`config.mk`:
```
export PLATFORM = sky130hd
export DESIGN_NAME = fcd_host
export DESIGN_NICKNAME = d
export VERILOG_FILES = /design/src/logic/fcd_pkg.sv /design/src/logic/fcd_bus_cycle.sv /design/src/logic/fcd_host.sv
export SDC_FILE = /design/constraint.sdc
export NUM_CORES = 1
export LEC_CHECK = 0
export ABC_AREA = 1
export BUFFER_PORTS_ARGS = -buffer_cell sky130_fd_sc_hd__buf_2
export CAP_MARGIN = 20
export CORE_ASPECT_RATIO = 0.7
export CORE_MARGIN = 5
export CORE_UTILIZATION = 55
export CTS_BUF_LIST = sky130_fd_sc_hd__clkbuf_4
export DETAILED_ROUTE_END_ITERATION = 10
export GPL_TIMING_DRIVEN = 1
export PLACE_DENSITY = 0.77
export SLEW_MARGIN = 20
export SYNTH_ARGS = -nofsm -noshare
export SYNTH_HDL_FRONTEND = slang
export SYNTH_SLANG_ARGS = --single-unit
```
`constraint.sdc`:
```
create_clock -name i_clk -period 3.5 [get_ports i_clk]
set_input_delay 0.7 -clock i_clk [delete_from_list [all_inputs] [get_ports i_clk]]
set_output_delay 0.7 -clock i_clk [all_outputs]
set_load 0.03 [all_outputs]
```
`src/logic/fcd_pkg.sv`:
```
// package of command codes, addresses and timing for the flash command host
package fcd_pkg;
    localparam int ADDR_W = 18;
    localparam int DATA_W = 8;
    localparam logic [10:0] UNLOCK_A1 = 11'h555;
    localparam logic [10:0] UNLOCK_A2 = 11'h2AA;
    localparam logic [7:0] UNLOCK_D1 = 8'hAA;
    localparam logic [7:0] UNLOCK_D2 = 8'h55;
    localparam logic [7:0] CMD_RESET = 8'hF0;
    localparam logic [7:0] CMD_IDENT = 8'h90;
    localparam logic [7:0] CMD_PROG = 8'hA0;
    localparam logic [7:0] CMD_ERASE_SETUP = 8'h80;
    localparam logic [7:0] CMD_CHIP_ERASE = 8'h10;
    localparam logic [7:0] CMD_SECTOR_ERASE = 8'h30;
    localparam logic [7:0] CMD_SUSPEND = 8'hB0;
    localparam logic [7:0] CMD_RESUME = 8'h30;
    localparam logic [17:0] ID_MFR_ADDR = 18'h00000;
    localparam logic [17:0] ID_DEV_ADDR = 18'h00001;
    localparam logic [17:0] ID_PROT_ADDR = 18'h00002;
    localparam int SECTOR_LSB = 13;
    localparam int HIGH_LSB = 11;
    localparam int DATA_TOP = 7;
    // strobe phase lengths in ns, converted to cycles at 5 ns
    localparam int CLK_NS = 5;
    localparam int SETUP_NS = 20;
    localparam int PULSE_NS = 40;
    localparam int HOLD_NS = 20;
    localparam int SETUP_CYC = (SETUP_NS + CLK_NS - 1) / CLK_NS;
    localparam int PULSE_CYC = (PULSE_NS + CLK_NS - 1) / CLK_NS;
    localparam int HOLD_CYC = (HOLD_NS + CLK_NS - 1) / CLK_NS;
    localparam logic [3:0] OP_RESET1 = 4'h0;
    localparam logic [3:0] OP_RESET3 = 4'h1;
    localparam logic [3:0] OP_IDENT = 4'h2;
    localparam logic [3:0] OP_PROG = 4'h3;
    localparam logic [3:0] OP_CHIP_ERASE = 4'h4;
    localparam logic [3:0] OP_SECTOR_ERASE = 4'h5;
    localparam logic [3:0] OP_SUSPEND = 4'h6;
    localparam logic [3:0] OP_RESUME = 4'h7;
    localparam logic [3:0] OP_READ = 4'h8;
    localparam logic [3:0] OP_READ_ID = 4'h9;
    localparam logic [3:0] OP_READ_PROT = 4'hA;
    localparam logic [3:0] OP_HV_ON = 4'hB;
    localparam logic [3:0] OP_HV_OFF = 4'hC;
    localparam logic [2:0] STEP_LAST_MAX = 3'h5;
endpackage

```
`src/logic/fcd_bus_cycle.sv`:
```
// one parallel bus cycle: write or read strobe timing with registered pins
`timescale 1ns/1ps
module fcd_bus_cycle #(
    parameter int SETUP = fcd_pkg::SETUP_CYC,
    parameter int PULSE = fcd_pkg::PULSE_CYC,
    parameter int HOLD = fcd_pkg::HOLD_CYC
) (
    // clock and reset
    input wire logic i_clk,
    input wire logic i_reset_n,
    // request
    input wire logic i_start,
    input wire logic i_write,
    input wire logic [17:0] i_addr,
    input wire logic [7:0] i_data,
    output logic o_busy,
    output logic o_done,
    output logic [7:0] o_rdata,
    // flash pins
    output logic [17:0] o_addr,
    output logic [7:0] o_dq_out,
    output logic o_dq_oe,
    input wire logic [7:0] i_dq_in,
    output logic o_ce_n,
    output logic o_we_n,
    output logic o_oe_n
);
    typedef enum logic [1:0] {
        FCD_IDLE = 2'b00,
        FCD_SETUP = 2'b01,
        FCD_PULSE = 2'b10,
        FCD_HOLD = 2'b11
    } fcd_bus_state_t;

    fcd_bus_state_t st_q, st_d;
    logic [7:0] cnt_q, cnt_d;
    logic wr_q, wr_d;
    logic [17:0] addr_q, addr_d;
    logic [7:0] dout_q, dout_d;
    logic [7:0] rdata_q, rdata_d;
    logic done_q, done_d;

    ////////////////////////////////////////////////////////////////////////
    always_comb begin
        st_d = st_q;
        cnt_d = cnt_q;
        wr_d = wr_q;
        addr_d = addr_q;
        dout_d = dout_q;
        rdata_d = rdata_q;
        done_d = 1'b0;
        unique case (st_q)
            FCD_IDLE: begin
                if (i_start) begin
                    // address is stable before the strobe falls
                    st_d = FCD_SETUP;
                    wr_d = i_write;
                    addr_d = i_addr;
                    dout_d = i_data;
                    cnt_d = 8'(SETUP);
                end
            end
            FCD_SETUP: begin
                cnt_d = cnt_q - 8'h01;
                if (cnt_q == 8'h01) begin
                    st_d = FCD_PULSE;
                    cnt_d = 8'(PULSE);
                end
            end
            FCD_PULSE: begin
                cnt_d = cnt_q - 8'h01;
                if (cnt_q == 8'h01) begin
                    st_d = FCD_HOLD;
                    cnt_d = 8'(HOLD);
                    if (!wr_q) begin
                        rdata_d = i_dq_in;
                    end
                end
            end
            FCD_HOLD: begin
                cnt_d = cnt_q - 8'h01;
                if (cnt_q == 8'h01) begin
                    st_d = FCD_IDLE;
                    done_d = 1'b1;
                end
            end
        endcase
    end

    always_ff @(posedge i_clk) begin
        if (!i_reset_n) begin
            st_q <= FCD_IDLE;
            cnt_q <= 8'h00;
            wr_q <= 1'b0;
            addr_q <= 18'h00000;
            dout_q <= 8'h00;
            rdata_q <= 8'h00;
            done_q <= 1'b0;
        end else begin
            st_q <= st_d;
            cnt_q <= cnt_d;
            wr_q <= wr_d;
            addr_q <= addr_d;
            dout_q <= dout_d;
            rdata_q <= rdata_d;
            done_q <= done_d;
        end
    end

    ////////////////////////////////////////////////////////////////////////
    // pins: ce and we low with oe high for a write; data held over rising edge
    logic ce_n_q, we_n_q, oe_n_q, dq_oe_q;
    always_ff @(posedge i_clk) begin
        if (!i_reset_n) begin
            ce_n_q <= 1'b1;
            we_n_q <= 1'b1;
            oe_n_q <= 1'b1;
            dq_oe_q <= 1'b0;
        end else begin
            ce_n_q <= (st_d == FCD_IDLE);
            we_n_q <= !(st_d == FCD_PULSE && wr_d);
            oe_n_q <= !(st_d == FCD_PULSE && !wr_d);
            dq_oe_q <= (st_d != FCD_IDLE) && wr_d;
        end
    end

    assign o_addr = addr_q;
    assign o_dq_out = dout_q;
    assign o_dq_oe = dq_oe_q;
    assign o_ce_n = ce_n_q;
    assign o_we_n = we_n_q;
    assign o_oe_n = oe_n_q;
    assign o_rdata = rdata_q;
    assign o_done = done_q;
    assign o_busy = (st_q != FCD_IDLE);

    strobe_excl_a: assert property (@(posedge i_clk) disable iff (!i_reset_n)
        !(!o_we_n && !o_oe_n)) else $error("we and oe low together");
    we_inside_ce_a: assert property (@(posedge i_clk) disable iff (!i_reset_n)
        !o_we_n |-> !o_ce_n && o_dq_oe) else $error("we low without ce");
    addr_stable_a: assert property (@(posedge i_clk) disable iff (!i_reset_n)
        !o_we_n && !$past(o_we_n) |-> $stable(o_addr) && $stable(o_dq_out))
        else $error("address moved in strobe");
endmodule

```
`src/logic/fcd_host.sv`:
```
// host controller that issues command sequences to the flash command decoder
`timescale 1ns/1ps
module fcd_host #(
    parameter int SETUP = fcd_pkg::SETUP_CYC,
    parameter int PULSE = fcd_pkg::PULSE_CYC,
    parameter int HOLD = fcd_pkg::HOLD_CYC
) (
    // clock and reset
    input wire logic i_clk,
    input wire logic i_reset_n,
    // user command port
    input wire logic i_req,
    input wire logic [3:0] i_op,
    input wire logic [17:0] i_addr,
    input wire logic [7:0] i_data,
    output logic o_ready,
    output logic o_done,
    output logic [7:0] o_rdata,
    output logic o_parity_ok,
    output logic o_in_ident,
    output logic o_erasing,
    // flash pins
    output logic [17:0] o_flash_addr,
    output logic [7:0] o_flash_dq_out,
    output logic o_flash_dq_oe,
    input wire logic [7:0] i_flash_dq_in,
    output logic o_flash_ce_n,
    output logic o_flash_we_n,
    output logic o_flash_oe_n,
    output logic o_flash_reset_hv
);
    typedef enum logic [1:0] {
        FCD_H_IDLE = 2'b00,
        FCD_H_ISSUE = 2'b01,
        FCD_H_WAIT = 2'b10,
        FCD_H_FINISH = 2'b11
    } fcd_host_state_t;

    fcd_host_state_t st_q, st_d;
    logic [3:0] op_q, op_d;
    logic [17:0] uaddr_q, uaddr_d;
    logic [7:0] udata_q, udata_d;
    logic [2:0] step_q, step_d;
    logic [2:0] last_q, last_d;
    logic ident_q, ident_d;
    logic erasing_q, erasing_d;
    logic hv_q, hv_d;
    logic done_q, done_d;
    logic par_q, par_d;
    logic [7:0] rdata_q, rdata_d;
    logic ready_q;
    logic bus_start;
    logic bus_write;
    logic [17:0] bus_addr;
    logic [7:0] bus_data;
    logic bus_busy;
    logic bus_done;
    logic [7:0] bus_rdata;

    ////////////////////////////////////////////////////////////////////////
    // step table: address and data of write number step for the current op
    always_comb begin
        bus_write = 1'b1;
        bus_addr = {7'h00, fcd_pkg::UNLOCK_A1}; // high bits zero: don't care
        bus_data = fcd_pkg::UNLOCK_D1;
        if (step_q == 3'h1 || step_q == 3'h4) begin
            bus_addr = {7'h00, fcd_pkg::UNLOCK_A2};
            bus_data = fcd_pkg::UNLOCK_D2;
        end
        unique case (op_q)
            fcd_pkg::OP_RESET1, fcd_pkg::OP_SUSPEND, fcd_pkg::OP_RESUME: begin
                bus_addr = uaddr_q; // any address
                bus_data = (op_q == fcd_pkg::OP_RESET1) ? fcd_pkg::CMD_RESET :
                    (op_q == fcd_pkg::OP_SUSPEND) ? fcd_pkg::CMD_SUSPEND :
                    fcd_pkg::CMD_RESUME;
            end
            fcd_pkg::OP_RESET3: begin
                if (step_q == 3'h2) bus_data = fcd_pkg::CMD_RESET;
            end
            fcd_pkg::OP_IDENT: begin
                if (step_q == 3'h2) bus_data = fcd_pkg::CMD_IDENT;
            end
            fcd_pkg::OP_PROG: begin
                if (step_q == 3'h2) bus_data = fcd_pkg::CMD_PROG;
                if (step_q == 3'h3) begin
                    bus_addr = uaddr_q;
                    bus_data = udata_q;
                end
            end
            fcd_pkg::OP_CHIP_ERASE, fcd_pkg::OP_SECTOR_ERASE: begin
                if (step_q == 3'h2) bus_data = fcd_pkg::CMD_ERASE_SETUP;
                if (step_q == 3'h5) begin
                    if (op_q == fcd_pkg::OP_CHIP_ERASE) begin
                        bus_data = fcd_pkg::CMD_CHIP_ERASE;
                    end else begin
                        bus_addr = uaddr_q; // sector picked by top five bits
                        bus_data = fcd_pkg::CMD_SECTOR_ERASE;
                    end
                end
            end
            fcd_pkg::OP_READ, fcd_pkg::OP_READ_PROT: begin
                bus_write = 1'b0;
                bus_addr = uaddr_q;
                if (op_q == fcd_pkg::OP_READ_PROT) begin
                    // bits 10,6,1,0 = 0,0,1,0 with sector bits on top
                    bus_addr = {uaddr_q[17:fcd_pkg::SECTOR_LSB],
                        fcd_pkg::ID_PROT_ADDR[fcd_pkg::SECTOR_LSB-1:0]};
                end
            end
            fcd_pkg::OP_READ_ID: begin
                bus_write = 1'b0;
                bus_addr = uaddr_q[0] ? fcd_pkg::ID_DEV_ADDR : fcd_pkg::ID_MFR_ADDR;
            end
            default: begin
                bus_write = 1'b0;
            end
        endcase
    end

    // number of the last write for each op
    function automatic logic [2:0] fcd_last(input logic [3:0] op);
        logic [2:0] n;
        n = 3'h0;
        if (op == fcd_pkg::OP_RESET3 || op == fcd_pkg::OP_IDENT) n = 3'h2;
        if (op == fcd_pkg::OP_PROG) n = 3'h3;
        if (op == fcd_pkg::OP_CHIP_ERASE || op == fcd_pkg::OP_SECTOR_ERASE) begin
            n = fcd_pkg::STEP_LAST_MAX;
        end
        return n;
    endfunction

    // requests that would break the documented order are refused
    function automatic logic fcd_legal(input logic [3:0] op, input logic id,
        input logic er);
        logic ok;
        ok = 1'b1;
        if ((op == fcd_pkg::OP_SUSPEND || op == fcd_pkg::OP_RESUME) && !er) ok = 1'b0;
        if (op == fcd_pkg::OP_IDENT && id) ok = 1'b0;
        if (op == fcd_pkg::OP_READ_ID && !id) ok = 1'b0;
        if (op > fcd_pkg::OP_HV_OFF) ok = 1'b0;
        return ok;
    endfunction

    ////////////////////////////////////////////////////////////////////////
    always_comb begin
        st_d = st_q;
        op_d = op_q;
        uaddr_d = uaddr_q;
        udata_d = udata_q;
        step_d = step_q;
        last_d = last_q;
        ident_d = ident_q;
        erasing_d = erasing_q;
        hv_d = hv_q;
        done_d = 1'b0;
        par_d = par_q;
        rdata_d = rdata_q;
        bus_start = 1'b0;
        unique case (st_q)
            FCD_H_IDLE: begin
                // requests are taken only while ready is shown to the user
                if (i_req && ready_q && fcd_legal(i_op, ident_q, erasing_q)) begin
                    op_d = i_op;
                    uaddr_d = i_addr;
                    udata_d = i_data;
                    step_d = 3'h0;
                    last_d = fcd_last(i_op);
                    st_d = FCD_H_ISSUE;
                    if (i_op == fcd_pkg::OP_HV_ON || i_op == fcd_pkg::OP_HV_OFF) begin
                        hv_d = (i_op == fcd_pkg::OP_HV_ON);
                        st_d = FCD_H_FINISH;
                    end
                end else if (i_req && ready_q) begin
                    done_d = 1'b1;
                end
            end
            FCD_H_ISSUE: begin
                bus_start = 1'b1; // one bus cycle per step
                st_d = FCD_H_WAIT;
            end
            FCD_H_WAIT: begin
                if (bus_done) begin
                    if (step_q == last_q) begin
                        st_d = FCD_H_FINISH;
                        rdata_d = bus_rdata;
                        par_d = ^bus_rdata; // odd parity over all eight bits
                    end else begin
                        step_d = step_q + 3'h1;
                        st_d = FCD_H_ISSUE;
                    end
                end
            end
            FCD_H_FINISH: begin
                done_d = 1'b1;
                st_d = FCD_H_IDLE;
                if (op_q == fcd_pkg::OP_RESET1 || op_q == fcd_pkg::OP_RESET3) begin
                    ident_d = 1'b0; // back to read mode
                    erasing_d = 1'b0;
                end
                if (op_q == fcd_pkg::OP_IDENT) ident_d = 1'b1;
                if (op_q == fcd_pkg::OP_SECTOR_ERASE) erasing_d = 1'b1;
            end
        endcase
    end

    always_ff @(posedge i_clk) begin
        if (!i_reset_n) begin
            st_q <= FCD_H_IDLE;
            op_q <= fcd_pkg::OP_READ;
            uaddr_q <= 18'h00000;
            udata_q <= 8'h00;
            step_q <= 3'h0;
            last_q <= 3'h0;
            ident_q <= 1'b0; // device assumed in read mode
            erasing_q <= 1'b0;
            hv_q <= 1'b0;
            done_q <= 1'b0;
            par_q <= 1'b0;
            rdata_q <= 8'h00;
        end else begin
            st_q <= st_d;
            op_q <= op_d;
            uaddr_q <= uaddr_d;
            udata_q <= udata_d;
            step_q <= step_d;
            last_q <= last_d;
            ident_q <= ident_d;
            erasing_q <= erasing_d;
            hv_q <= hv_d;
            done_q <= done_d;
            par_q <= par_d;
            rdata_q <= rdata_d;
        end
    end

    ////////////////////////////////////////////////////////////////////////
    fcd_bus_cycle #(
        .SETUP(SETUP),
        .PULSE(PULSE),
        .HOLD(HOLD)
    ) u_bus (
        .i_clk(i_clk),
        .i_reset_n(i_reset_n),
        .i_start(bus_start),
        .i_write(bus_write),
        .i_addr(bus_addr),
        .i_data(bus_data),
        .o_busy(bus_busy),
        .o_done(bus_done),
        .o_rdata(bus_rdata),
        .o_addr(o_flash_addr),
        .o_dq_out(o_flash_dq_out),
        .o_dq_oe(o_flash_dq_oe),
        .i_dq_in(i_flash_dq_in),
        .o_ce_n(o_flash_ce_n),
        .o_we_n(o_flash_we_n),
        .o_oe_n(o_flash_oe_n)
    );

    always_ff @(posedge i_clk) begin
        if (!i_reset_n) begin
            ready_q <= 1'b0;
        end else begin
            ready_q <= (st_d == FCD_H_IDLE) && !done_d;
        end
    end

    assign o_ready = ready_q;
    assign o_done = done_q;
    assign o_rdata = rdata_q;
    assign o_parity_ok = par_q;
    assign o_in_ident = ident_q;
    assign o_erasing = erasing_q;
    assign o_flash_reset_hv = hv_q;

    ////////////////////////////////////////////////////////////////////////
    reset_code_a: assert property (@(posedge i_clk) disable iff (!i_reset_n)
        st_q == FCD_H_ISSUE && op_q == fcd_pkg::OP_RESET1 |-> bus_data == fcd_pkg::CMD_RESET)
        else $error("single reset without reset code");
    prog_last_a: assert property (@(posedge i_clk) disable iff (!i_reset_n)
        st_q == FCD_H_ISSUE && op_q == fcd_pkg::OP_PROG && step_q == 3'h3
        |-> bus_addr == uaddr_q && bus_data == udata_q)
        else $error("program final cycle wrong");
    unlock_first_a: assert property (@(posedge i_clk) disable iff (!i_reset_n)
        st_q == FCD_H_ISSUE && step_q == 3'h0 && last_q != 3'h0
        |-> bus_addr[10:0] == fcd_pkg::UNLOCK_A1 && bus_data == fcd_pkg::UNLOCK_D1)
        else $error("first unlock wrong");
    suspend_gate_a: assert property (@(posedge i_clk) disable iff (!i_reset_n)
        st_q == FCD_H_ISSUE && op_q == fcd_pkg::OP_SUSPEND |-> erasing_q)
        else $error("suspend outside sector erase");
    ident_reset_a: assert property (@(posedge i_clk) disable iff (!i_reset_n)
        st_q == FCD_H_IDLE && o_ready && i_req && i_op == fcd_pkg::OP_IDENT && ident_q
        |=> st_q == FCD_H_IDLE && o_done) else $error("identify not refused");
    one_step_a: assert property (@(posedge i_clk) disable iff (!i_reset_n)
        bus_start |=> bus_busy ##1 !bus_start) else $error("double start");
    hv_hold_a: assert property (@(posedge i_clk) disable iff (!i_reset_n)
        o_flash_reset_hv && st_q == FCD_H_WAIT |=> o_flash_reset_hv)
        else $error("high voltage dropped mid command");
    prot_addr_a: assert property (@(posedge i_clk) disable iff (!i_reset_n)
        st_q == FCD_H_ISSUE && op_q == fcd_pkg::OP_READ_PROT
        |-> bus_addr[1:0] == 2'b10 && !bus_addr[6] && !bus_addr[10])
        else $error("protect read address wrong");
    sector_last_a: assert property (@(posedge i_clk) disable iff (!i_reset_n)
        st_q == FCD_H_ISSUE && op_q == fcd_pkg::OP_SECTOR_ERASE && step_q == 3'h5
        |-> bus_data == fcd_pkg::CMD_SECTOR_ERASE && bus_addr == uaddr_q)
        else $error("sector erase last cycle wrong");
    prog_cov_c: cover property (@(posedge i_clk) op_q == fcd_pkg::OP_PROG && o_done);
    serase_cov_c: cover property (@(posedge i_clk) op_q == fcd_pkg::OP_SECTOR_ERASE && o_done);
    ident_cov_c: cover property (@(posedge i_clk) op_q == fcd_pkg::OP_READ_ID && o_done);
endmodule

```
Word level (Yosys, flattened, before mapping)
Index checks and enable logic that the tools add are counted.
{"block": "word_totals", "register_bits": 102, "input_bits": 41, "elab_cells": 165}
{"block": "op_classes", "addsub": 2, "order_cmp": 1, "n_eq_ne": 38, "mux": 55, "n_bitwise": 1, "reduce_logical": 44}
{"operator": "8-bit 2-to-1 mux", "n": 12}
{"operator": "18-bit case mux with 5 select lines", "n": 1}
{"operator": "18-bit 2-to-1 mux", "n": 3}
{"operator": "8-bit case mux with 5 select lines", "n": 1}
{"operator": "4-bit by 3-bit == test with 1-bit output (second input constant)", "n": 8}
{"operator": "8-bit case mux with 4 select lines", "n": 1}
{"operator": "4-bit == test (second input constant)", "n": 6}
{"operator": "2-bit 2-to-1 mux", "n": 9}
{"operator": "4-bit by 2-bit == test with 1-bit output (second input constant)", "n": 4}
{"operator": "1-bit 2-to-1 mux", "n": 16}
{"operator": "2-bit case mux with 4 select lines", "n": 2}
{"operator": "3-bit 2-to-1 mux", "n": 5}
{"operator": "13-bit 2-to-1 mux", "n": 1}
{"operator": "11-bit 2-to-1 mux", "n": 1}
{"operator": "2-bit == test (second input constant)", "n": 5}
{"operator": "2-bit AND reduction", "n": 5}
{"operator": "1-bit logical AND", "n": 9}
{"operator": "3-bit AND reduction", "n": 3}
{"operator": "4-bit by 1-bit == test with 1-bit output (second input constant)", "n": 2}
{"operator": "8-bit by 1-bit == test with 1-bit output (second input constant)", "n": 1}
{"operator": "2-bit logical NOT", "n": 4}
{"operator": "2-bit nonzero test", "n": 4}
{"operator": "8-bit OR reduction", "n": 1}
{"operator": "8-bit parity", "n": 1}
{"operator": "other kinds (20)", "n": 36}

Longest topological paths before layout
Gate-level depths: netlist (run 1).
{"block": "depth", "ltp_word": 13, "depth_mapped": 13}

Hierarchy
From an unflattened synthesis (run 1), not the netlist that was laid out.
{"block": "unflattened", "cells_unflattened": 728, "hier_area_um2": 5064.9}
{"mod": "fcd_host", "instances": 1, "cells_per_inst": 476, "area_per_inst_um2": 3088.0, "seq_area_each_um2": 1041.0}
{"mod": "fcd_bus_cycle", "instances": 1, "cells_per_inst": 252, "area_per_inst_um2": 1976.9, "seq_area_each_um2": 1001.0}

Worst setup path after synthesis (run 1)
No wires, ideal clock.
{"block": "synth_path", "kind": "in2reg", "from": "input port i_op[0]", "to": "register uaddr_q[5]", "setup_ps": 134, "arrival_ps": 1528, "slack_ps": 1838, "stages": 8, "path_cell_list": "nor2_1 -> inv_1 -> nand3_1 -> nand3_2 -> buf_4 -> buf_4 -> nand2_1 -> a21oi_1"}
{"block": "synth_via", "elab_chain_len": 10, "elab_cells_between_ends": 16, "classes_between": "1 x order compare; 4 x eq/ne; 5 x mux; 6 x reduce/logical"}
{"item": "start: declaration", "line_no": "fcd_host.sv:13", "text": "input wire logic [3:0] i_op,"}
{"item": "4-bit by 3-bit == test with 1-bit output", "line_no": "fcd_host.sv:137", "text": "if ((op == fcd_pkg::OP_SUSPEND || op == fcd_pkg::OP_RESUME) && !er) ok = 1'b0;"}
{"item": "1-bit logical OR", "line_no": "fcd_host.sv:137"}
{"item": "1-bit logical AND", "line_no": "fcd_host.sv:137"}
{"item": "1-bit 2-to-1 mux", "line_no": "fcd_host.sv:137"}
{"item": "1-bit 2-to-1 mux", "line_no": "fcd_host.sv:138", "text": "if (op == fcd_pkg::OP_IDENT && id) ok = 1'b0;"}
{"item": "1-bit 2-to-1 mux", "line_no": "fcd_host.sv:139", "text": "if (op == fcd_pkg::OP_READ_ID && !id) ok = 1'b0;"}
{"item": "1-bit 2-to-1 mux *", "line_no": "fcd_host.sv:140", "text": "if (op > fcd_pkg::OP_HV_OFF) ok = 1'b0;"}
{"item": "1-bit 2-to-1 mux *", "line_no": "fcd_host.sv:159", "text": "unique case (st_q)"}
{"item": "1-bit logical AND *", "line_no": "fcd_host.sv:162", "text": "if (i_req && ready_q && fcd_legal(i_op, ident_q, erasing_q)) begin"}
{"item": "2-bit AND reduction (no source line) *"}
{"item": "end signal: assignment", "line_no": "fcd_host.sv:223", "text": "uaddr_q <= uaddr_d;"}
{"item": "end: declaration", "line_no": "fcd_host.sv:41", "text": "logic [17:0] uaddr_q, uaddr_d;"}
Mark *: on every way between the ends. The rest lies on a longest branch, timed or not. The select of a mux whose other input is x is not followed.
A chain may end at the register's enable or synchronous reset.

Final worst setup path (run 1)
{"block": "layout_path", "from": "register step_q[0]", "to": "register u_bus.addr_q[1], in the netlist u_bus.o_addr[1]"}
{"block": "layout_via", "elab_chain_len": 6, "elab_cells_between_ends": 10, "classes_between": "4 x eq/ne; 5 x mux; 1 x reduce/logical"}
{"item": "start: declaration", "line_no": "fcd_host.sv:43", "text": "logic [2:0] step_q, step_d;"}
{"item": "start signal: assignment", "line_no": "fcd_host.sv:225", "text": "step_q <= step_d;"}
{"item": "3-bit by 1-bit == test with 1-bit output or 3-bit == test (tied branches)", "line_no": "fcd_host.sv:66", "text": "if (step_q == 3'h1 || step_q == 3'h4) begin"}
{"item": "1-bit logical OR", "line_no": "fcd_host.sv:66"}
{"item": "11-bit 2-to-1 mux", "line_no": "fcd_host.sv:66"}
{"item": "18-bit 2-to-1 mux", "line_no": "fcd_host.sv:93", "text": "if (op_q == fcd_pkg::OP_CHIP_ERASE) begin"}
{"item": "18-bit 2-to-1 mux", "line_no": "fcd_host.sv:92", "text": "if (step_q == 3'h5) begin"}
{"item": "18-bit case mux with 5 select lines *", "line_no": "fcd_host.sv:70", "text": "unique case (op_q)"}
{"item": "end signal: assignment", "line_no": "fcd_bus_cycle.sv:103", "text": "addr_q <= addr_d;"}
{"item": "end: declaration", "line_no": "fcd_bus_cycle.sv:38", "text": "logic [17:0] addr_q, addr_d;"}
Mark *: on every way between the ends. The rest lies on a longest branch, timed or not.

==> results.json, run 1 <==
{
  "status": "complete, no violations",
  "combinationalPowerShare_pct": 24.1,
  "fin_cells": 936,
  "synth_seq_cells": 102,
  "start_kind": "flip-flop",
  "tightest_slew_ns": 0.7284,
  "portBuffers": 84,
  "cp.arrival_ns": 2.45,
  "vdd_ir_drop_max_v": 0.0003127,
  "pwr-share-seq_pct": 53.2,
  "dpl.hpwl_um": 9418,
  "slowest_stage": "dfxtp_1",
  "drt_wl_total_um": 12690,
  "dieWidth_um": 124.6,
  "cts-root-buf": "clkbuf_4",
  "p_leak_nw": 2.573,
  "power.density_mw_per_mm2": 425.7,
  "grt_max_degree": 48,
  "dr.pass1.iters": 6,
  "clk_pin_slew_ns": 0.15,
  "drc_errors": 0,
  "tritoncts": "done",
  "io_pins": 85,
  "period_minus_slack_ns": 2.087,
  "drive_above_1_share_pct": 16.50,
  "power_frac_clock_pct": 22.6,
  "die-area_mm2": 0.01125,
  "fp.dieH_um": 90.24,
  "nNetsFinal": 859,
  "synth_edf_count": 0,
  "cp-end-kind": "flip-flop",
  "hold_viol_final": 0,
  "p_sw_mw": 0.8309,
  "cts_inserted_buffers": 9,
  "synth_nets": 785,
  "cts_hold_buf": 0,
  "report.final.slew_viol_count": 0,
  "fin_crit_sh_pct": 59.63,
  "drv_cap": 0,
  "tns_ns": 0,
  "crit_chain": "ha_1 -> ha_1 -> inv_1 -> nand2_2 -> inv_1 -> nand2_1 -> nand2_1 -> nor2_1 -> nand2_1 -> nand2_1 -> a21oi_1",
  "synth_top_area_share_pct": 40.37,
  "insertion_delay_ns": 0.47,
  "pre_cts_slack_ns": 1.271,
  "cts_sinks": 102,
  "rsz0062_at_grt": "false",
  "post-cts-setup-buffers": 0,
  "gp_congestion": 0.9255,
  "synth.area.top_cells": "dfxtp_1 (40%), nand2_1 (15%), nor2_1 (7.3%)",
  "via_per_inst": 5.260,
  "rows": 29,
  "min_from": "u_bus.o_dq_out[1]$_SDFFE_PN0P_",
  "grt_pass1_vias": 4653,
  "relSlewSlack_pct": 51.26,
  "synth.most_common_cell": "nand2_1",
  "worst_slack_ns": 1.413,
  "grt_pass1_wl_um": 21430,
  "synthCells": 733,
  "skew_ns": 0.01258,
  "vias": 4923,
  "max_freq_ghz": 0.4792,
  "intPower_mw": 1.572,
  "dp_cells": 920,
  "crit_buf_inv": 2,
  "initial_utilization_pct": 55.99,
  "post_dp_cell_area_mm2": 0.005525,
  "timing.hold.ws_ns": 0.4616,
  "ys_top_cells_by_count": "nand2_1 (203), dfxtp_1 (102), nor2_1 (98)",
  "final_util_pct": 62.47,
  "design_area_mm2": 0.005644,
  "area_growth_syn_to_layout_pct": 11.58,
  "whs_path_depth": 2,
  "cp.required_ns": 3.86,
  "synth_warnings": 0,
  "totalPowerFinal_mw": 2.403,
  "path_common_cell": "nand2_1",
  "synth-async-reset-ratio_pct": 0,
  "critPathTopFamily": "adder cells",
  "h-tree-depth": 3,
  "cp-startpoint": "step_q[0]$_SDFFE_PN0P_",
  "r2r-start": "step_q[0]$_SDFFE_PN0P_",
  "core_mm2": 0.009035,
  "drt_iter0_markers": 378,
  "antennaDiodeCount": 0,
  "swShare_pct": 34.58,
  "wl_per_cell_um": 13.56,
  "synth_top_area_cell": "dfxtp_1",
  "yosys.cell_types.count": 38,
  "min_path_type": "flip-flop to flip-flop",
  "cts_resized": 0,
  "overflow": 0,
  "rr_worst_depth": 11,
  "ys.flop_type": "dfxtp_1",
  "finalSetupViolations": 0,
  "fillers": 855,
  "syn_area_mm2": 0.005059,
  "crit_type": "flip-flop to flip-flop",
  "track_usage_pct": 22.63,
  "cts_max_path_buffers": 2,
  "cp_max_fo": 11,
  "ant_nets": 0,
  "yosysSeqAreaShare_pct": 40.37,
  "syn_area_per_cell_um2": 6.901,
  "antenna_found_initial": 0,
  "path_depth": 11,
  "slowest_delay_ns": 0.46
}
[sequential cells by signal, indices dropped and copies added, names as in the netlist, 2 cells and up]
name and flops:
o_rdata 8, u_bus.o_rdata 8, u_bus.o_dq_out 8, u_bus.o_addr 18, st_q 2, u_bus.cnt_q 8, op_q 4, step_q 3
uaddr_q 18, last_q 3, u_bus.st_q 2, udata_q 8
[power groups by stage]
stage	Combinational, mW	Clock [mW]	Sequential, mW
global placement	0.561	0	1.30
finish	0.580	0.543	1.28
CTS	0.574	0.557	1.28
floorplan	0.417	0	1.32
global route	0.649	0.613	1.29
detailed placement	0.572	0	1.30
[metal layers]
| layer | vias up | global-route usage [%] | share of wire [%] |
|---|---|---|---|
| li1 | 2498 | - | - |
| met1 | 2225 | 30.49 | 47 |
| met2 | 185 | 36.11 | 45 |
| met3 | 15 | 6.398 | 7.4 |
| met4 | 0 | 5.292 | 1.0 |
| met5 | - | 0 | 0 |
[kinds of logic after synthesis]
group	Yosys count	synth area share [%]
AO/OA/AOI/OAI	131	14.30
XOR/XNOR	13	2.251
adder cells (fa/ha/maj)	11	2.721
buffers and inverters	89	7.470
flip-flops	102	40.37
AND/OR/NAND/NOR	387	32.90
[path summary, 6_finish.rpt]
check	endpoint	slack [ns]
hold reg to reg	u_bus.o_dq_out[1]$_SDFFE_PN0P_	0.46
setup / recovery	u_bus.o_addr[1]$_SDFFE_PN0P_	1.41
setup reg to reg	u_bus.o_addr[1]$_SDFFE_PN0P_	1.41
hold / removal	u_bus.o_dq_out[1]$_SDFFE_PN0P_	0.46
[cells in the final DEF, fill, tap and decap left out, types with 3 or more instances in the layout]
cell type   Yosys  layout
nand2_1       203     203
dfxtp_1       102     102
ha_1           11      11
o211ai_1        8       8
inv_2           5       5
nor3_1          3       3
xor2_1          4       4
nor2_1         98      98
nand2_2         3       3
nor2_2          3       3
nor2_4          3       3
nand3_2         3       3
clkbuf_4        0      11
xnor2_1         9       9
clkinvlp_4      0       3
nand4_1         5       5
buf_4           5       3
inv_1          59      59
o21ai_0        48      48
or2_2           3       3
nand3_1        55      55
nand2_4         3       3
a21oi_1        64      64
buf_2           5      84
[worst reg2reg max path, delay by kind of cell, from the launching register on]
family	cells	cell delay (ns)
adders and majority gates	2	0.55
DFF	1	0.46
and+or+nand+nor	6	0.55
buffers and inverters	2	0.37
AOI/OAI and AO/OA	1	0.06
[cell type report]
cell class              instances  area, um2  share of cell area (%)
clock buffers                  11      82.58                   1.463
clock inverters                 5      36.28                  0.6429
inverters                      65      246.5                   4.367
multi-input cells             542       2639                   46.75
flip-flops and latches        102       2042                   36.18
well taps                     124      155.1                   2.749
repair buffers                 87      442.9                   7.847
(Power assumes the default switching activity.)
==> inputs of run 2 (changes only) <==
Settings changed: ABC_AREA 1 to 0, PLACE_DENSITY 0.77 to 0.78.
Clock period 3.5 ns to 2.15 ns, I/O delays scaled along.
==> run 2 against run 1 <==
Die area is 4.9% lower. First-iteration DRC count shrank 16%. Setup slack worse by 1.3 ns. Via count is 12% lower. Sequential power grew 76%. Clock-buffer cell count shrank 2. Final area shrank 0.20%. Critical path depth down 6. Core utilization rose by 4.0 points. Register-to-register slack lost 1.3 ns. Routed wire length shrank 4.0%. Synthesized area decreased by 5.4%. Critical path type unchanged. Largest cell class unchanged. Highest routed layer unchanged.
==> results.json, run 2 <==
{
  "status": "complete, no violations",
  "hold_viol_final": 0,
  "intPower_mw": 3.235,
  "fp.dieH_um": 88.06,
  "dp_cells": 740,
  "nNetsFinal": 683,
  "track_usage_pct": 23.06,
  "io_pins": 85,
  "synth-async-reset-ratio_pct": 0,
  "grt_pass1_wl_um": 19690,
  "fin_cells": 755,
  "period_minus_slack_ns": 2.037,
  "synth_seq_cells": 102,
  "post-cts-setup-buffers": 0,
  "swShare_pct": 36.89,
  "drc_errors": 0,
  "antenna_found_initial": 0,
  "syn_area_per_cell_um2": 8.816,
  "skew_ns": 0.01893,
  "clk_pin_slew_ns": 0.16,
  "dpl.hpwl_um": 8870,
  "start_kind": "flip-flop",
  "min_path_type": "input port to flip-flop",
  "drv_cap": 0,
  "via_per_inst": 5.748,
  "crit_type": "flip-flop to flip-flop",
  "drt_wl_total_um": 12190,
  "antennaDiodeCount": 0,
  "insertion_delay_ns": 0.46,
  "initial_utilization_pct": 56.46,
  "power.density_mw_per_mm2": 910.1,
  "dieWidth_um": 121.5,
  "report.final.slew_viol_count": 0,
  "core_mm2": 0.008478,
  "gp_congestion": 0.9023,
  "tightest_slew_ns": 0.6001,
  "crit_buf_inv": 0,
  "timing.hold.ws_ns": 0.1949,
  "area_growth_syn_to_layout_pct": 17.67,
  "cts_max_path_buffers": 2,
  "portBuffers": 84,
  "cts_inserted_buffers": 9,
  "finalSetupViolations": 0,
  "wl_per_cell_um": 16.15,
  "grt_pass1_vias": 4175,
  "synth_edf_count": 0,
  "synth_top_area_cell": "dfxtp_1",
  "grt_max_degree": 73,
  "tritoncts": "done",
  "vias": 4340,
  "syn_area_mm2": 0.004787,
  "drt_iter0_markers": 317,
  "synthCells": 543,
  "ys.flop_type": "dfxtp_1",
  "final_common_cell": "dfxtp_1",
  "cp.required_ns": 2.50,
  "drive_above_1_share_pct": 24.09,
  "ys_top_cells_by_count": "dfxtp_1 (102), nor2_1 (73), mux2i_1 (50)",
  "yosysSeqAreaShare_pct": 42.66,
  "p_sw_mw": 1.891,
  "synth_warnings": 0,
  "pwr-share-seq_pct": 44.0,
  "synth.area.top_cells": "dfxtp_1 (43%), mux2i_1 (10%), nor2_1 (5.7%)",
  "yosys.cell_types.count": 60,
  "cts_hold_buf": 0,
  "dr.pass1.iters": 5,
  "fillers": 753,
  "critPathTopFamily": "simple AND/OR/NAND/NOR gates",
  "power_frac_clock_pct": 18.9,
  "ant_nets": 0,
  "vdd_ir_drop_max_v": 0.0006156,
  "cp.arrival_ns": 2.38,
  "slowest_stage": "or4_1",
  "cp_max_fo": 8,
  "synth_nets": 595,
  "overflow": 0,
  "combinationalPowerShare_pct": 37.1,
  "slowest_delay_ns": 0.56,
  "cp-end-kind": "flip-flop",
  "synth.most_common_cell": "dfxtp_1",
  "cts_sinks": 102,
  "cts-root-buf": "clkbuf_4",
  "relSlewSlack_pct": 59.68,
  "max_freq_ghz": 0.4908,
  "h-tree-depth": 3,
  "crit_chain": "or4_1 -> or2_4 -> or3_4 -> mux2i_1 -> nor2_1",
  "fin_crit_sh_pct": 94.76,
  "p_leak_nw": 2.539,
  "synth_top_area_share_pct": 42.66,
  "die-area_mm2": 0.01070,
  "layout_common_cells": "dfxtp_1 (101), buf_2 (84), nor2_1 (72), mux2i_1 (50), a21oi_1 (37)",
  "rows": 28
}
-- run 2: cell types whose count changed in the layout (fill, tap and decap cells not counted), moves of 8 or more --
| cell | delta |
|---|---|
| mux2i_1 | +50 |
| inv_1 | -44 |
| nand3_1 | -40 |
| o21ai_0 | -28 |
| nor2_1 | -26 |
| nand2b_1 | +10 |
| nand2_1 | -173 |
| a21oi_1 | -27 |
| buf_4 | +23 |
| a221o_1 | +8 |
-- run 2: cells by family (layout without fill, tap and decap cells) --
logic type | Yosys count | after routing | synth area share (%)
AO/OA/AOI/OAI | 130 | 130 | 18.19
multiplexers | 50 | 50 | 10.45
flip-flops | 102 | 102 | 42.66
XOR/XNOR | 13 | 13 | 2.378
AND/OR/NAND/NOR | 183 | 183 | 18.50
buffers and inverters | 52 | 144 | 4.495
adder cells (fa/ha/maj) | 13 | 13 | 3.319
-- run 2: path summary, 6_finish.rpt --
path / startpoint / endpoint / slack (ns) / cells after the start
worst min register to register: u_bus.o_addr[11]$_SDFFE_PN0P_ / u_bus.o_addr[11]$_SDFFE_PN0P_ / 0.46 / 2
worst max-delay path: u_bus.cnt_q[2]$_SDFFE_PN0P_ / u_bus.o_rdata[6]$_SDFFE_PN0P_ / 0.11 / 5
worst max register to register: u_bus.cnt_q[2]$_SDFFE_PN0P_ / u_bus.o_rdata[6]$_SDFFE_PN0P_ / 0.11 / 5
worst min-delay path: i_addr[6] / uaddr_q[6]$_SDFFE_PN0P_ / 0.19 / 3
-- run 2: metal layers --
| metal | wire (um) | global-route usage, % | vias to the layer above |
|---|---|---|---|
| met1 | 5646 | 30.12 | 2029 |
| met3 | 996 | 6.520 | 22 |
| met2 | 5345 | 37.64 | 176 |
| met5 | 0 | 0 | - |
| li1 | - | - | 2113 |
| met4 | 203 | 6.714 | 0 |
-- run 2: per-stage QoR --
| stage | power [mW] | util (%) | setup TNS, ns | setup WS [ns] | cell area [um2] |
|---|---|---|---|---|---|
| floorplan | 3.534 | - | 0 | 0.008176 | 4836 |
| global placement | 4.040 | 64.32 | 0 | 0.01067 | 5453 |
| detailed placement | 4.110 | 64.32 | -0.4722 | -0.07368 | 5453 |
| CTS | 5.076 | 65.91 | 0 | 0.04357 | 5588 |
| global route | 5.451 | 66.44 | -0.002133 | -0.002133 | 5633 |
| finish | 5.126 | 66.44 | 0 | 0.1126 | 5633 |
-- run 2: worst reg2reg max path, delay by kind of cell (launching register included) --
family	cells	cell delay [ns]
mux	1	0.19
flops	1	0.34
simple gates	4	1.39
-- run 2: final cells by class --
| type | instances | area [um2] | share of cell area, % |
|---|---|---|---|
| multi-input cells | 389 | 2590 | 45.98 |
| flip-flops and latches | 102 | 2043 | 36.27 |
| repair buffers | 112 | 655.6 | 11.64 |
| well taps | 120 | 150.1 | 2.665 |
| clock buffers | 9 | 67.56 | 1.199 |
| inverters | 17 | 63.81 | 1.133 |
| clock inverters | 6 | 62.56 | 1.111 |
-- run 2: power groups by stage --
stage | Combinational [mW] | Sequential (mW) | Clock, mW
2_1_floorplan | 1.14 | 2.39 | 0
3_3_place_gp | 1.76 | 2.28 | 0
3_5_place_dp | 1.82 | 2.29 | 0
4_1_cts | 1.84 | 2.24 | 0.993
5_1_grt | 2.10 | 2.28 | 1.07
6_report | 1.90 | 2.25 | 0.969
-- run 2: timing repair --
item	4_1_cts	5_1_grt
setup endpoints to repair	8	37
pin swaps	0	1
resized for setup	1	16
==> inputs of run 3 (changes only) <==
Settings changed: ABC_AREA 0 to 1, PLACE_DENSITY 0.78 to 0.77.
==> run 3 against run 2 <==
Sequential power fell by 8%. Sequential share of layout area fell by 0.62 points. Global-route usage fell by 0.14 points. Routed wire length rose by 4.9%. Maximum frequency rose by 6.4%. Combinational power fell by 48%. Register-to-register slack improved by 0.12 ns. First-iteration DRC count rose by 51%. Total power fell by 22%. Die area rose by 5.1%. Core utilization fell by 3.1 points.
==> results.json, run 3 (same netlist as run 1, synthesis figures left out) <==
{
  "status": "complete, no violations",
  "path_common_cell": "inv_1",
  "tns_ns": 0,
  "drv_cap": 0,
  "h-tree-depth": 3,
  "finalSetupViolations": 0,
  "combinationalPowerShare_pct": 24.5,
  "drt_iter0_markers": 478,
  "fillers": 868,
  "cts_inserted_buffers": 9,
  "nNetsFinal": 867,
  "cts-root-buf": "clkbuf_4",
  "rows": 29,
  "cp-end-kind": "flip-flop",
  "p_leak_nw": 2.625,
  "fin_crit_sh_pct": 89.08,
  "skew_ns": 0.01621,
  "design_area_mm2": 0.005727,
  "final_util_pct": 63.38,
  "ant_nets": 0,
  "dieWidth_um": 124.6,
  "cts_sinks": 102,
  "cp.arrival_ns": 2.25,
  "wl_per_cell_um": 13.56,
  "via_per_inst": 5.221,
  "area_growth_syn_to_layout_pct": 13.21,
  "grt_pass1_wl_um": 21630,
  "cp_max_fo": 11,
  "vdd_ir_drop_max_v": 0.0004848,
  "drc_errors": 0,
  "relSlewSlack_pct": 63.96,
  "drive_above_1_share_pct": 17.09,
  "io_pins": 85,
  "track_usage_pct": 22.92,
  "dpl.hpwl_um": 9807,
  "rsz0062_at_grt": "false",
  "rrSetupSlack_ns": 0.23,
  "cts_max_path_buffers": 2,
  "antenna_found_initial": 0,
  "min_path_type": "input port to flip-flop",
  "gp_congestion": 0.9280,
  "die-area_mm2": 0.01125,
  "hold_viol_final": 0,
  "insertion_delay_ns": 0.45,
  "p_sw_mw": 1.337,
  "clk_pin_slew_ns": 0.15,
  "power_frac_clock_pct": 23.7,
  "crit_type": "flip-flop to flip-flop",
  "start_kind": "flip-flop",
  "slowest_delay_ns": 0.46,
  "drt_wl_total_um": 12790,
  "cts_resized": 0,
  "report.final.slew_viol_count": 0,
  "tritoncts": "done",
  "dr.pass1.iters": 5,
  "final_common_cell": "nand2_1",
  "initial_utilization_pct": 55.99,
  "vias": 4923,
  "cts_hold_buf": 0,
  "cp.required_ns": 2.48,
  "intPower_mw": 2.675,
  "slowest_stage": "dfxtp_1",
  "grt_max_degree": 40,
  "antennaDiodeCount": 0,
  "overflow": 0,
  "crit_chain": "ha_1 -> ha_2 -> inv_1 -> nand2_2 -> inv_1 -> nand2_1 -> nand3_1 -> o21ai_0 -> a21oi_1",
  "pwr-share-seq_pct": 51.8,
  "max_freq_ghz": 0.5221,
  "fp.dieH_um": 90.24,
  "period_minus_slack_ns": 1.915,
  "power.density_mw_per_mm2": 700.5,
  "post-cts-setup-buffers": 0,
  "tightest_slew_ns": 0.5386,
  "core_mm2": 0.009035,
  "grt_pass1_vias": 4631,
  "swShare_pct": 33.33,
  "layout_common_cells": "nand2_1 (203), dfxtp_1 (102), nor2_1 (98), buf_2 (84), a21oi_1 (64)",
  "portBuffers": 84,
  "post_dp_cell_area_mm2": 0.005598
}
run 3: changes by cell type in the layout (fill, tap and decap cells not counted), sizes merged, moves of 17 or more:
cell / change
o21ai: +28
nand3: +43
a21oi: +29
nor2: +33
nand2: +179
buf: -17
mux2i: -50
inv: +47
run 3: final cells by class:
type | instances | area (um2) | area share (%)
Multi-Input combinational cell | 542 | 2641 | 46.12
Clock inverter | 5 | 51.30 | 0.8958
Tap cell | 124 | 155.1 | 2.709
Timing Repair Buffer | 95 | 515.5 | 9.002
Sequential cell | 102 | 2042 | 35.66
Inverter | 65 | 246.5 | 4.304
Clock buffer | 10 | 75.07 | 1.311
run 3: per-layer routing:
| metal | GRT usage [%] | share of wire (%) |
|---|---|---|
| met3 | 5.865 | 7.7 |
| met4 | 6.478 | 1.0 |
| met1 | 30.94 | 46 |
| met2 | 36.42 | 46 |
| met5 | 0 | 0 |
run 3: power by group through the flow:
stage	clock network (mW)	logic, mW	registers, mW
finish	0.950	0.983	2.08
floorplan	0	0.678	2.15
detailed placement	0	0.970	2.12
CTS	0.981	0.973	2.08
global placement	0	0.949	2.11
global route	1.07	1.10	2.09
run 3: per-stage QoR:
step | cells | worst slack [ns] | hold WS [ns] | total power, mW
3_3_place_gp | 928 | 0.2781 | 0.4379 | 3.061
3_5_place_dp | 928 | 0.1719 | 0.4388 | 3.089
6_report | 943 | 0.2347 | 0.2035 | 4.011
2_1_floorplan | 733 | 0.5039 | 0.4239 | 2.825
4_1_cts | 943 | 0.1491 | 0.1741 | 4.032
5_1_grt | 943 | 0.05712 | 0.1783 | 4.263
run 3: critical path: cells and delay by family (launching register included):
kind | cells | cell delay [ns]
AOI/OAI and AO/OA | 2 | 0.25
adders and majority gates | 2 | 0.47
buffers and inverters | 2 | 0.29
DFF | 1 | 0.46
and+or+nand+nor | 3 | 0.31
run 3: worst paths after layout:
kind | start | end | depth (start not counted)
setup / recovery | step_q[0]$_SDFFE_PN0P_ | u_bus.o_addr[9]$_SDFFE_PN0P_ | 9
hold reg to reg | u_bus.o_dq_out[4]$_SDFFE_PN0P_ | u_bus.o_dq_out[4]$_SDFFE_PN0P_ | 2
hold / removal | i_addr[15] | uaddr_q[15]$_SDFFE_PN0P_ | 3
setup reg to reg | step_q[0]$_SDFFE_PN0P_ | u_bus.o_addr[9]$_SDFFE_PN0P_ | 9
